[src/inc/pin_mux_map.svh]
// Bit positions, reset values and polarities for the home/PWM pin function mux.
`ifndef PIN_MUX_MAP_SVH
`define PIN_MUX_MAP_SVH

`define PORTC_PULLUP_HOME_BIT   4'h3
`define PORTC_PULLUP_CS_BASE    4'h8
`define PULLDIS_GROUP_A_BIT     4'h0
`define PULLUP_RST              1'b1
`define PWM_OE_RST              6'h00
`define CS_PINS                 3
`define FAULT_PINS              3
`define PWM_PINS                6
`define FAULT_ACTIVE_LEVEL      1'b1
`define SPI_SELECT_ACTIVE_LEVEL 1'b0
`define SYNC_WIDTH              7

`endif

[src/inc/pin_mux_pkg.sv]
// Types shared by the home/PWM pin function mux.
package pin_mux_pkg;
    typedef enum logic [1:0] {
        HOME_DECODER,
        HOME_TIMER,
        HOME_SPI_SELECT,
        HOME_GPIO
    } homeFunc_t;

    typedef struct packed {
        logic level;
        logic enable;
    } pinDrive_t;
endpackage

[src/home_pwm_pin_function_mux.sv]
// Pin function mux for the home pin, PWM group A outputs, current-status and fault inputs.
`include "pin_mux_map.svh"

module home_pwm_pin_function_mux (
    input  wire logic                      mclk,                // 100 MHz clock
    input  wire logic                      rst,                 // Async reset, active high
    input  wire logic                      homeAlternateSelect, // Home pin to SPI select
    input  wire logic                      timerBSelect,        // Home pin to timer B ch 3
    input  wire logic [3:0]                portCGpioSelect,     // GPIO: [0] line 3, [3:1] 10..8
    input  wire logic [3:0]                portCDirection,      // 1 = output, same order
    input  wire logic [3:0]                portCDataOut,        // GPIO output data
    output logic      [3:0]                portCDataIn,         // GPIO input data
    input  wire logic [15:0]               portCPullupEnable,   // Port C pull-up enables
    input  wire logic [15:0]               pullupDisableReg,    // Pull-up disable bits
    input  wire logic                      homePinIn,           // Home pin level
    output pin_mux_pkg::pinDrive_t         homePinDrive,        // Home pin level and enable
    output logic                           homePullupOn,        // Home pin pull-up
    output logic                           homeToDecoder,       // Decoder home input
    output pin_mux_pkg::homeFunc_t         homeFunction,        // Current home pin function
    input  wire logic                      timerBOut,           // Timer channel output
    input  wire logic                      timerBOe,            // Timer channel drives
    output logic                           timerBIn,            // Timer channel input
    input  wire logic                      spiMasterMode,       // SPI in master mode
    output logic                           spiSlaveSelected,    // Slave selected, active high
    output logic                           spiModeFault,        // Another master asserted
    input  wire logic [`PWM_PINS-1:0]      pwmLevel,            // PWM unit levels
    input  wire logic [`PWM_PINS-1:0]      pwmEnable,           // PWM unit output enables
    output logic      [`PWM_PINS-1:0]      pwmPinOut,           // PWM pin levels
    output logic      [`PWM_PINS-1:0]      pwmPinOe,            // PWM pin enables
    input  wire logic [`CS_PINS-1:0]       csPinIn,             // Current-status pin levels
    output logic      [`CS_PINS-1:0]       csPinOut,            // Current-status pin GPIO level
    output logic      [`CS_PINS-1:0]       csPinOe,             // Current-status pin GPIO enable
    output logic      [`CS_PINS-1:0]       csPullupOn,          // Current-status pull-ups
    output logic      [`CS_PINS-1:0]       csToPwm,             // Current status to PWM unit
    input  wire logic [`FAULT_PINS-1:0]    faultPinIn,          // Fault pin levels
    input  wire logic [`FAULT_PINS*6-1:0]  faultOutputMask,     // Fault i kills output j
    output logic      [`FAULT_PINS-1:0]    faultToPwm,          // Fault active, to PWM unit
    output logic                           faultPullupOn        // Fault pin pull-ups
);
    logic [`SYNC_WIDTH-1:0] syncLevel;
    logic                   homeLevel;
    logic [`CS_PINS-1:0]    csLevel;
    logic [`FAULT_PINS-1:0] faultActive;
    logic [`PWM_PINS-1:0]   pwmKill;

    pin_sync #(.WIDTH(`SYNC_WIDTH)) uSync (
        .mclk    (mclk),
        .rst     (rst),
        .pinIn   ({faultPinIn, csPinIn, homePinIn}),
        .syncOut (syncLevel)
    );

    assign homeLevel   = syncLevel[0];
    assign csLevel     = syncLevel[`CS_PINS:1];
    assign faultActive = syncLevel[`SYNC_WIDTH-1:`CS_PINS+1] ^ ~{`FAULT_PINS{`FAULT_ACTIVE_LEVEL}};

    // Fault kill gating per output.
    genvar j;
    generate
        for (j = 0; j < `PWM_PINS; j++) begin : gKill
            assign pwmKill[j] = |(faultActive & {faultOutputMask[12+j], faultOutputMask[6+j],
                                                 faultOutputMask[j]});
        end
    endgenerate

    pin_mux_pkg::homeFunc_t homeFunc_r, homeFunc_nxt;
    pin_mux_pkg::pinDrive_t homeDrive_r, homeDrive_nxt;
    logic homePull_r, homePull_nxt, homeDec_r, homeDec_nxt, timerIn_r, timerIn_nxt;
    logic slaveSel_r, slaveSel_nxt, modeFault_r, modeFault_nxt;
    logic [3:0] gpioIn_r, gpioIn_nxt;
    logic [`PWM_PINS-1:0] pwmOut_r, pwmOut_nxt, pwmOe_r, pwmOe_nxt;
    logic [`CS_PINS-1:0] csGpio_r, csGpio_nxt, csOut_r, csOut_nxt, csOe_r, csOe_nxt;
    logic [`CS_PINS-1:0] csPull_r, csPull_nxt, csPwm_r, csPwm_nxt;
    logic [`FAULT_PINS-1:0] fault_r, fault_nxt;
    logic faultPull_r, faultPull_nxt;

    always_comb begin
        // GPIO wins over the SPI select, which wins over the timer; the decoder is the fallback.
        if (portCGpioSelect[0]) begin
            homeFunc_nxt = pin_mux_pkg::HOME_GPIO;
        end else if (homeAlternateSelect) begin
            homeFunc_nxt = pin_mux_pkg::HOME_SPI_SELECT;
        end else if (timerBSelect) begin
            homeFunc_nxt = pin_mux_pkg::HOME_TIMER;
        end else begin
            homeFunc_nxt = pin_mux_pkg::HOME_DECODER;
        end
        homeDrive_nxt = '{level: 1'b0, enable: 1'b0};
        homeDec_nxt   = homeDec_r;
        timerIn_nxt   = 1'b0;
        slaveSel_nxt  = 1'b0;
        modeFault_nxt = 1'b0;
        // Decisions use the registered function so a pin never sees two owners in one cycle.
        case (homeFunc_r)
            pin_mux_pkg::HOME_DECODER: begin
                homeDec_nxt = homeLevel;
            end
            pin_mux_pkg::HOME_TIMER: begin
                homeDec_nxt   = homeLevel;
                timerIn_nxt   = homeLevel;
                homeDrive_nxt = '{level: timerBOut, enable: timerBOe};
            end
            pin_mux_pkg::HOME_SPI_SELECT: begin
                if (spiMasterMode) begin
                    modeFault_nxt = (homeLevel == `SPI_SELECT_ACTIVE_LEVEL);
                end else begin
                    slaveSel_nxt = (homeLevel == `SPI_SELECT_ACTIVE_LEVEL);
                end
            end
            pin_mux_pkg::HOME_GPIO: begin
                homeDrive_nxt = '{level: portCDataOut[0], enable: portCDirection[0]};
            end
            default: begin
                homeDec_nxt = homeLevel;
            end
        endcase
        homePull_nxt = portCPullupEnable[`PORTC_PULLUP_HOME_BIT];
        gpioIn_nxt   = {csLevel, homeLevel};
        csGpio_nxt   = portCGpioSelect[3:1];
        csPwm_nxt    = csLevel & ~csGpio_r;
        csOe_nxt     = csGpio_r & portCDirection[3:1];
        csOut_nxt    = portCDataOut[3:1];
        csPull_nxt   = portCPullupEnable[`PORTC_PULLUP_CS_BASE +: `CS_PINS];
        fault_nxt    = faultActive;
        faultPull_nxt = ~pullupDisableReg[`PULLDIS_GROUP_A_BIT];
        pwmOut_nxt   = pwmLevel;
        pwmOe_nxt    = pwmEnable & ~pwmKill;
    end

    always_ff @(posedge mclk or posedge rst) begin
        if (rst) begin
            homeFunc_r  <= pin_mux_pkg::HOME_DECODER;
            homeDrive_r <= '{level: 1'b0, enable: 1'b0};
            homePull_r  <= `PULLUP_RST;
            homeDec_r   <= 1'b1;
            timerIn_r   <= 1'b0;
            slaveSel_r  <= 1'b0;
            modeFault_r <= 1'b0;
            gpioIn_r    <= 4'hF;
            csGpio_r    <= 3'h0;
            csPwm_r     <= 3'h0;
            csOe_r      <= 3'h0;
            csOut_r     <= 3'h0;
            csPull_r    <= {`CS_PINS{`PULLUP_RST}};
            fault_r     <= 3'h0;
            faultPull_r <= `PULLUP_RST;
            pwmOut_r    <= 6'h00;
            pwmOe_r     <= `PWM_OE_RST;
        end else begin
            homeFunc_r  <= homeFunc_nxt;
            homeDrive_r <= homeDrive_nxt;
            homePull_r  <= homePull_nxt;
            homeDec_r   <= homeDec_nxt;
            timerIn_r   <= timerIn_nxt;
            slaveSel_r  <= slaveSel_nxt;
            modeFault_r <= modeFault_nxt;
            gpioIn_r    <= gpioIn_nxt;
            csGpio_r    <= csGpio_nxt;
            csPwm_r     <= csPwm_nxt;
            csOe_r      <= csOe_nxt;
            csOut_r     <= csOut_nxt;
            csPull_r    <= csPull_nxt;
            fault_r     <= fault_nxt;
            faultPull_r <= faultPull_nxt;
            pwmOut_r    <= pwmOut_nxt;
            pwmOe_r     <= pwmOe_nxt;
        end
    end

    assign homeFunction     = homeFunc_r;
    assign homePinDrive     = homeDrive_r;
    assign homePullupOn     = homePull_r;
    assign homeToDecoder    = homeDec_r;
    assign timerBIn         = timerIn_r;
    assign spiSlaveSelected = slaveSel_r;
    assign spiModeFault     = modeFault_r;
    assign portCDataIn      = gpioIn_r;
    assign csToPwm          = csPwm_r;
    assign csPinOe          = csOe_r;
    assign csPinOut         = csOut_r;
    assign csPullupOn       = csPull_r;
    assign faultToPwm       = fault_r;
    assign faultPullupOn    = faultPull_r;
    assign pwmPinOut        = pwmOut_r;
    assign pwmPinOe         = pwmOe_r;
endmodule

[src/pin_sync.sv]
// Two-flop synchroniser for a vector of asynchronous pin levels.
module pin_sync #(
    parameter int WIDTH = 7
) (
    input  wire logic             mclk,   // System clock
    input  wire logic             rst,    // Asynchronous reset, active high
    input  wire logic [WIDTH-1:0] pinIn,  // Raw pin levels
    output logic      [WIDTH-1:0] syncOut // Levels after two flops
);
    genvar i;
    generate
        for (i = 0; i < WIDTH; i++) begin : gSync
            logic stage1_r;
            logic stage2_r;
            always_ff @(posedge mclk or posedge rst) begin
                if (rst) begin
                    stage1_r <= 1'b1;
                    stage2_r <= 1'b1;
                end else begin
                    stage1_r <= pinIn[i];
                    stage2_r <= stage1_r;
                end
            end
            assign syncOut[i] = stage2_r;
        end
    endgenerate
endmodule

[config.mk]
export PLATFORM = sky130hd
export DESIGN_NAME = home_pwm_pin_function_mux
export DESIGN_NICKNAME = d
export VERILOG_FILES = /design/src/inc/pin_mux_pkg.sv /design/src/home_pwm_pin_function_mux.sv /design/src/pin_sync.sv
export VERILOG_INCLUDE_DIRS = /design/src /design/src/inc
export SDC_FILE = /design/constraint.sdc
export NUM_CORES = 1
export LEC_CHECK = 0
export ABC_CLOCK_PERIOD_IN_PS = 2110
export BUFFER_PORTS_ARGS = -buffer_cell sky130_fd_sc_hd__buf_2
export CAP_MARGIN = 20
export CORE_UTILIZATION = 39
export CTS_BUF_LIST = sky130_fd_sc_hd__clkbuf_16
export DETAILED_ROUTE_END_ITERATION = 12
export PLACE_DENSITY = 0.81
export SETUP_SLACK_MARGIN = 0.2
export SLEW_MARGIN = 20
export SYNTH_ARGS = -nofsm -noshare
export SYNTH_HDL_FRONTEND = slang
export SYNTH_SLANG_ARGS = --single-unit
[constraint.sdc]
create_clock -name mclk -period 2.11 [get_ports mclk]
set_input_delay 0.422 -clock mclk [delete_from_list [all_inputs] [get_ports mclk]]
set_output_delay 0.422 -clock mclk [all_outputs]
set_load 0.02 [all_outputs]
# [Word-level counts from Yosys, hierarchy flattened]
# Cells that the tools add are included.
# Widths: inputs -> output; s select.
[totals] word_cells=65 input_bits=88 register_bits=58 output_inout_bits=41
[classes] n_reduce_logical=8 n_bitwise=13 mux=9 eq_ne=3
[op_table] op="$and 3x3->3" n=8
[op_table] op="$reduce_or 3->1" n=6
[op_table] op="$and 6x6->6" n=1
[op_table] op="$mux 1" n=6
[op_table] op="$not 6->6" n=1
[op_table] op="$eq 2x2->1 const B" n=2
[op_table] op="$mux 2" n=2
[op_table] op="$pmux 2 s2" n=1
[op_table] op="$not 3->3" n=1
[op_table] op="$eq 2x1->1 const B" n=1
[op_table] op="$logic_not 2->1" n=1
[op_table] op="$not 1->1" n=2
[op_table] op="$reduce_or 2->1" n=1

# [Depth between registers and ports, before layout]
[depth] depth_word=4 ltp_mapped=3 mapped_depth_nobuf=2

# [By module]
# From an unflattened synthesis, not the netlist that was laid out.
[hier_totals] cells_unflattened=105 hier_area_um2=1796.7
[modules_own_cells] mod="home_pwm_pin_function_mux" cells_each=83 area_per_inst_um2=1372.6 instances=1
[modules_own_cells] mod="pin_sync" cells_each=22 area_per_inst_um2=424.2 instances=1

# [Least setup slack after synthesis]
# OpenSTA, ideal clock, no wires.
[synth_timing] path_kind="register -> output" startpoint="reg homeDec_r, in the netlist homeToDecoder" endpoint="out homeToDecoder" t_arrival_ns=0.563 path_stages_with_launch=1 required_time_ns=1.688 path_slack_ns=1.125 cell_sequence="dfstp_2"
[synth_rtl] element="start, declared" line_no="home_pwm_pin_function_mux.sv:68" source="logic homePull_r, homePull_nxt, homeDec_r, homeDec_nxt, timerIn_r, timerIn_nxt;"
[synth_rtl] element="start signal, assigned" line_no="home_pwm_pin_function_mux.sv:153" source="homeDec_r <= homeDec_nxt;"
[synth_rtl] element="end, declared" line_no="home_pwm_pin_function_mux.sv:18" source="output logic homeToDecoder,"
# No word-level cell between the ends.

# [Final worst setup path]
[layout_timing] startpoint="reg homeFunc_r[1], in the netlist homeFunction[1]" endpoint="out homeFunction[1]"
[layout_rtl] element="start, declared" line_no="home_pwm_pin_function_mux.sv:66" source="pin_mux_pkg::homeFunc_t homeFunc_r, homeFunc_nxt;"
[layout_rtl] element="start signal, assigned" line_no="home_pwm_pin_function_mux.sv:132" source="homeFunc_r <= pin_mux_pkg::HOME_DECODER;"
[layout_rtl] element="start signal, assigned" line_no="home_pwm_pin_function_mux.sv:150" source="homeFunc_r <= homeFunc_nxt;"
[layout_rtl] element="end, declared" line_no="home_pwm_pin_function_mux.sv:19" source="output pin_mux_pkg::homeFunc_t homeFunction,"
# No word-level cell between the ends.

==> flow_summary.json <==
{
  "clock-skew-final_ns": 0.002721,
  "timing.critical_path.buf_inv": 1,
  "dr.pass1.iters": 4,
  "globalRouteOverflowTotal": 0,
  "worstHoldPathType": "primary input to asynchronous set/reset pin",
  "clock_insertion_delay_worst_skew_ns": 0.31,
  "static-leakage-power_nw": 1.385,
  "max-cap-violations": 0,
  "worstPathMaxFanout": 7,
  "cts_root_buf": "sky130_fd_sc_hd__clkbuf_16",
  "synth_seq_cells": 58,
  "critPathKind": "register to primary output",
  "crit-reg2reg-launch": "uSync.gSync[5].stage2_r$_DFF_PP1_",
  "mappedNetlistArea_um2": 1740,
  "io_buffers": 101,
  "drive_gt1_share_pct": 66.36,
  "wire_per_inst_um": 13.14,
  "route.vias.total": 1174,
  "largest_net_degree_at_the_start_of_global_routing": 59,
  "syn_nets": 185,
  "ys_warn_count": 0,
  "slew_violations": 0,
  "netlist.top_cell.by_area": "sky130_fd_sc_hd__dfrtp_1",
  "clock_sink_count": 58,
  "postRouteAntennaNets": 0,
  "grt_first_pass_wirelength_um": 5016,
  "crit_path_max_incr_delay_ns": 0.48,
  "critPathSlowestCell": "sky130_fd_sc_hd__dfrtp_1",
  "achievable-frequency_mhz": 695.7,
  "dp_hpwl_um": 2546,
  "setup_viol": 0,
  "hold_viol_final": 0,
  "violation_count_after_the_first_detailed_route_iteration": 37,
  "dieHeight_um": 68.80,
  "final.setup.tns_ns": 0,
  "worst_path_dominant_cell_family": "flip-flops",
  "power.share.switching_pct": 20.50,
  "power_frac_seq_pct": 42.1,
  "flow.area_growth_from_synthesis_pct": 50.97,
  "syn-mean-instance-area_um2": 17.94,
  "n_antenna_cell": 0,
  "grt_setup_unrepaired": "false",
  "globalplace.congestion": 0.6736,
  "irDropWorstVdd_mv": 0.6753,
  "worst_setup_hold_path_clk_slew_ns": 0.05,
  "synthTopCellsByArea": "sky130_fd_sc_hd__dfrtp_1 49%, sky130_fd_sc_hd__dfstp_2 36%, sky130_fd_sc_hd__a22oi_1 2.6%",
  "tightest_slew_ns": 0.2822,
  "instances_no_fill": 264,
  "cts_tree": "yes",
  "floorplan.initialDensity_pct": 42.00,
  "timing.critical_path.from_type": "register",
  "power_switching_w": 0.0005946,
  "minimum_period_implied_by_the_final_worst_setup_slack_ns": 1.437,
  "grt_pass1_vias": 1163,
  "grt_antenna_before_repair": 0,
  "synth-seq-area-share_pct": 85.12,
  "finish.net_count": 297,
  "post_synth_inst_count": 97,
  "cts_hold_buffers": 0,
  "timing.critical_path.arrival_ns": 1.02,
  "synthDistinctLibCells": 16,
  "status": "finished clean",
  "cts_buffers": 9,
  "p_clk_share_pct": 50.5,
  "number_of_top_level_pins": 129,
  "placedCellCount": 248,
  "required_ns": 1.69,
  "grt.total_usage_pct": 16.08,
  "cts_repair_resize_count": 0,
  "synthDominantCellAreaShare_pct": 48.89,
  "ff2ff_setup_slack_ns": 1.12,
  "powerDensity_nw_per_um2": 1104,
  "endpoint_kind": "primary output",
  "totalWireLength_um": 3468,
  "p_comb_share_pct": 7.4,
  "via_density_per_instance": 4.447,
  "timing.slew.headroom_pct": 81.18,
  "post-route-drc-count": 0,
  "std_cell_rows": 23,
  "crit_path_cell_trace": "buf_2",
  "final_min_period_over_clock_period_pct": 68.12,
  "cts_htree_levels": 3,
  "clk_path_buf_depth": 2,
  "worstSetupStartpoint": "homeFunction[1]$_DFF_PP0_",
  "fp.dieArea_um2": 4733,
  "postCtsSetupRepairBufs": 0,
  "fp.dieW_um": 68.80,
  "cellInternalPower_w": 0.002306,
  "core_um2": 4144
}
## cells in the mapped netlist
cell,instances
sky130_fd_sc_hd__nand2_1,7
sky130_fd_sc_hd__nor4b_2,1
sky130_fd_sc_hd__a21o_1,1
sky130_fd_sc_hd__dfstp_2,24
sky130_fd_sc_hd__nor4bb_1,1
sky130_fd_sc_hd__nor2_1,1
sky130_fd_sc_hd__buf_6,1
sky130_fd_sc_hd__inv_1,3
sky130_fd_sc_hd__nor2b_1,5
sky130_fd_sc_hd__or2_1,1
sky130_fd_sc_hd__mux2i_1,2
sky130_fd_sc_hd__a22oi_1,6
sky130_fd_sc_hd__dfrtp_1,34
sky130_fd_sc_hd__and3_1,6
sky130_fd_sc_hd__and2_1,3
sky130_fd_sc_hd__mux2_4,1
## area by class of cell
| type | instances | area [um2] |
|---|---|---|
| fillers | 343 | 1516 |
| clock buffers | 9 | 225.2 |
| clock inverters | 7 | 85.08 |
| well taps | 50 | 62.56 |
| flip-flops and latches | 58 | 1481 |
| multi-input cells | 35 | 236.5 |
| repair buffers | 102 | 525.5 |
| inverters | 3 | 11.26 |
## kinds of logic (layout without fill, tap and decap cells)
family,count (synthesis),in the layout,share of synthesized area (%)
compound gates,7,7,3.019
flops,58,58,85.12
simple gates,25,25,8.555
mux,3,3,2.013
buf+inv,4,121,1.294
## registers in the layout, indices dropped and copies added (netlist names)
name	count
uSync.gSync.stage1_r	7
homePinDrive	2
homePullupOn	1
csToPwm	3
csPullupOn	3
pwmPinOut	6
faultToPwm	3
pwmPinOe	6
timerBIn	1
spiModeFault	1
faultPullupOn	1
uSync.gSync.stage2_r	7
csPinOe	3
spiSlaveSelected	1
csGpio_r	3
csPinOut	3
portCDataIn	4
homeFunction	2
homeToDecoder	1
## path summary, 6_finish.rpt
check / endpoint / cells after the start
max: homeFunction[1] / 1
min: csPinOe[2]$_DFF_PP0_ / 3
max reg2reg: pwmPinOe[3]$_DFF_PP0_ / 2
min reg2reg: uSync.gSync[5].stage2_r$_DFF_PP1_ / 0
max in group asynchronous: uSync.gSync[4].stage2_r$_DFF_PP1_ / 3
min in group mclk: uSync.gSync[6].stage1_r$_DFF_PP1_ / 1
## per-stage QoR
stage          instance area [um2]  setup slack, ns  hold WS [ns]  total power, W  util [%]
6_report                      2628           0.6726        0.1626        0.002901     63.41
5_1_grt                       2628           0.6319        0.1798        0.003007     63.41
4_1_cts                       2628           0.6571        0.1698        0.002938     63.41
3_5_place_dp                  2317           0.9976        0.3484        0.001457     55.92
3_3_place_gp                  2317            1.004        0.3456        0.001449     55.92
2_1_floorplan                 1740           0.2997        0.3452        0.001340         -
## per-layer routing
layer	global-route usage, %	vias up	wire length, um
met5	0	-	0
li1	-	546	-
met2	25.86	70	1774
met1	16.07	550	1261
met3	8.553	8	362
met4	10.71	0	69
## cell usage in the layout, fill, tap and decap left out, types with 3 or more instances in the layout
master	n
sky130_fd_sc_hd__buf_2	101
sky130_fd_sc_hd__dfrtp_1	34
sky130_fd_sc_hd__dfstp_2	24
sky130_fd_sc_hd__clkbuf_16	9
sky130_fd_sc_hd__nand2_1	7
sky130_fd_sc_hd__a22oi_1	6
sky130_fd_sc_hd__and3_1	6
sky130_fd_sc_hd__nor2b_1	5
sky130_fd_sc_hd__and2_1	3
sky130_fd_sc_hd__inv_1	3
## power groups by stage
stage / logic [W] / clock network [W] / registers (W)
5_1_grt: 0.000237 / 0.00154 / 0.00123
3_3_place_gp: 0.000215 / 0 / 0.00123
3_5_place_dp: 0.000220 / 0 / 0.00124
4_1_cts: 0.000221 / 0.00150 / 0.00122
6_report: 0.000216 / 0.00146 / 0.00122
2_1_floorplan: 0.0000486 / 0 / 0.00129
(Power assumes the default switching activity.)
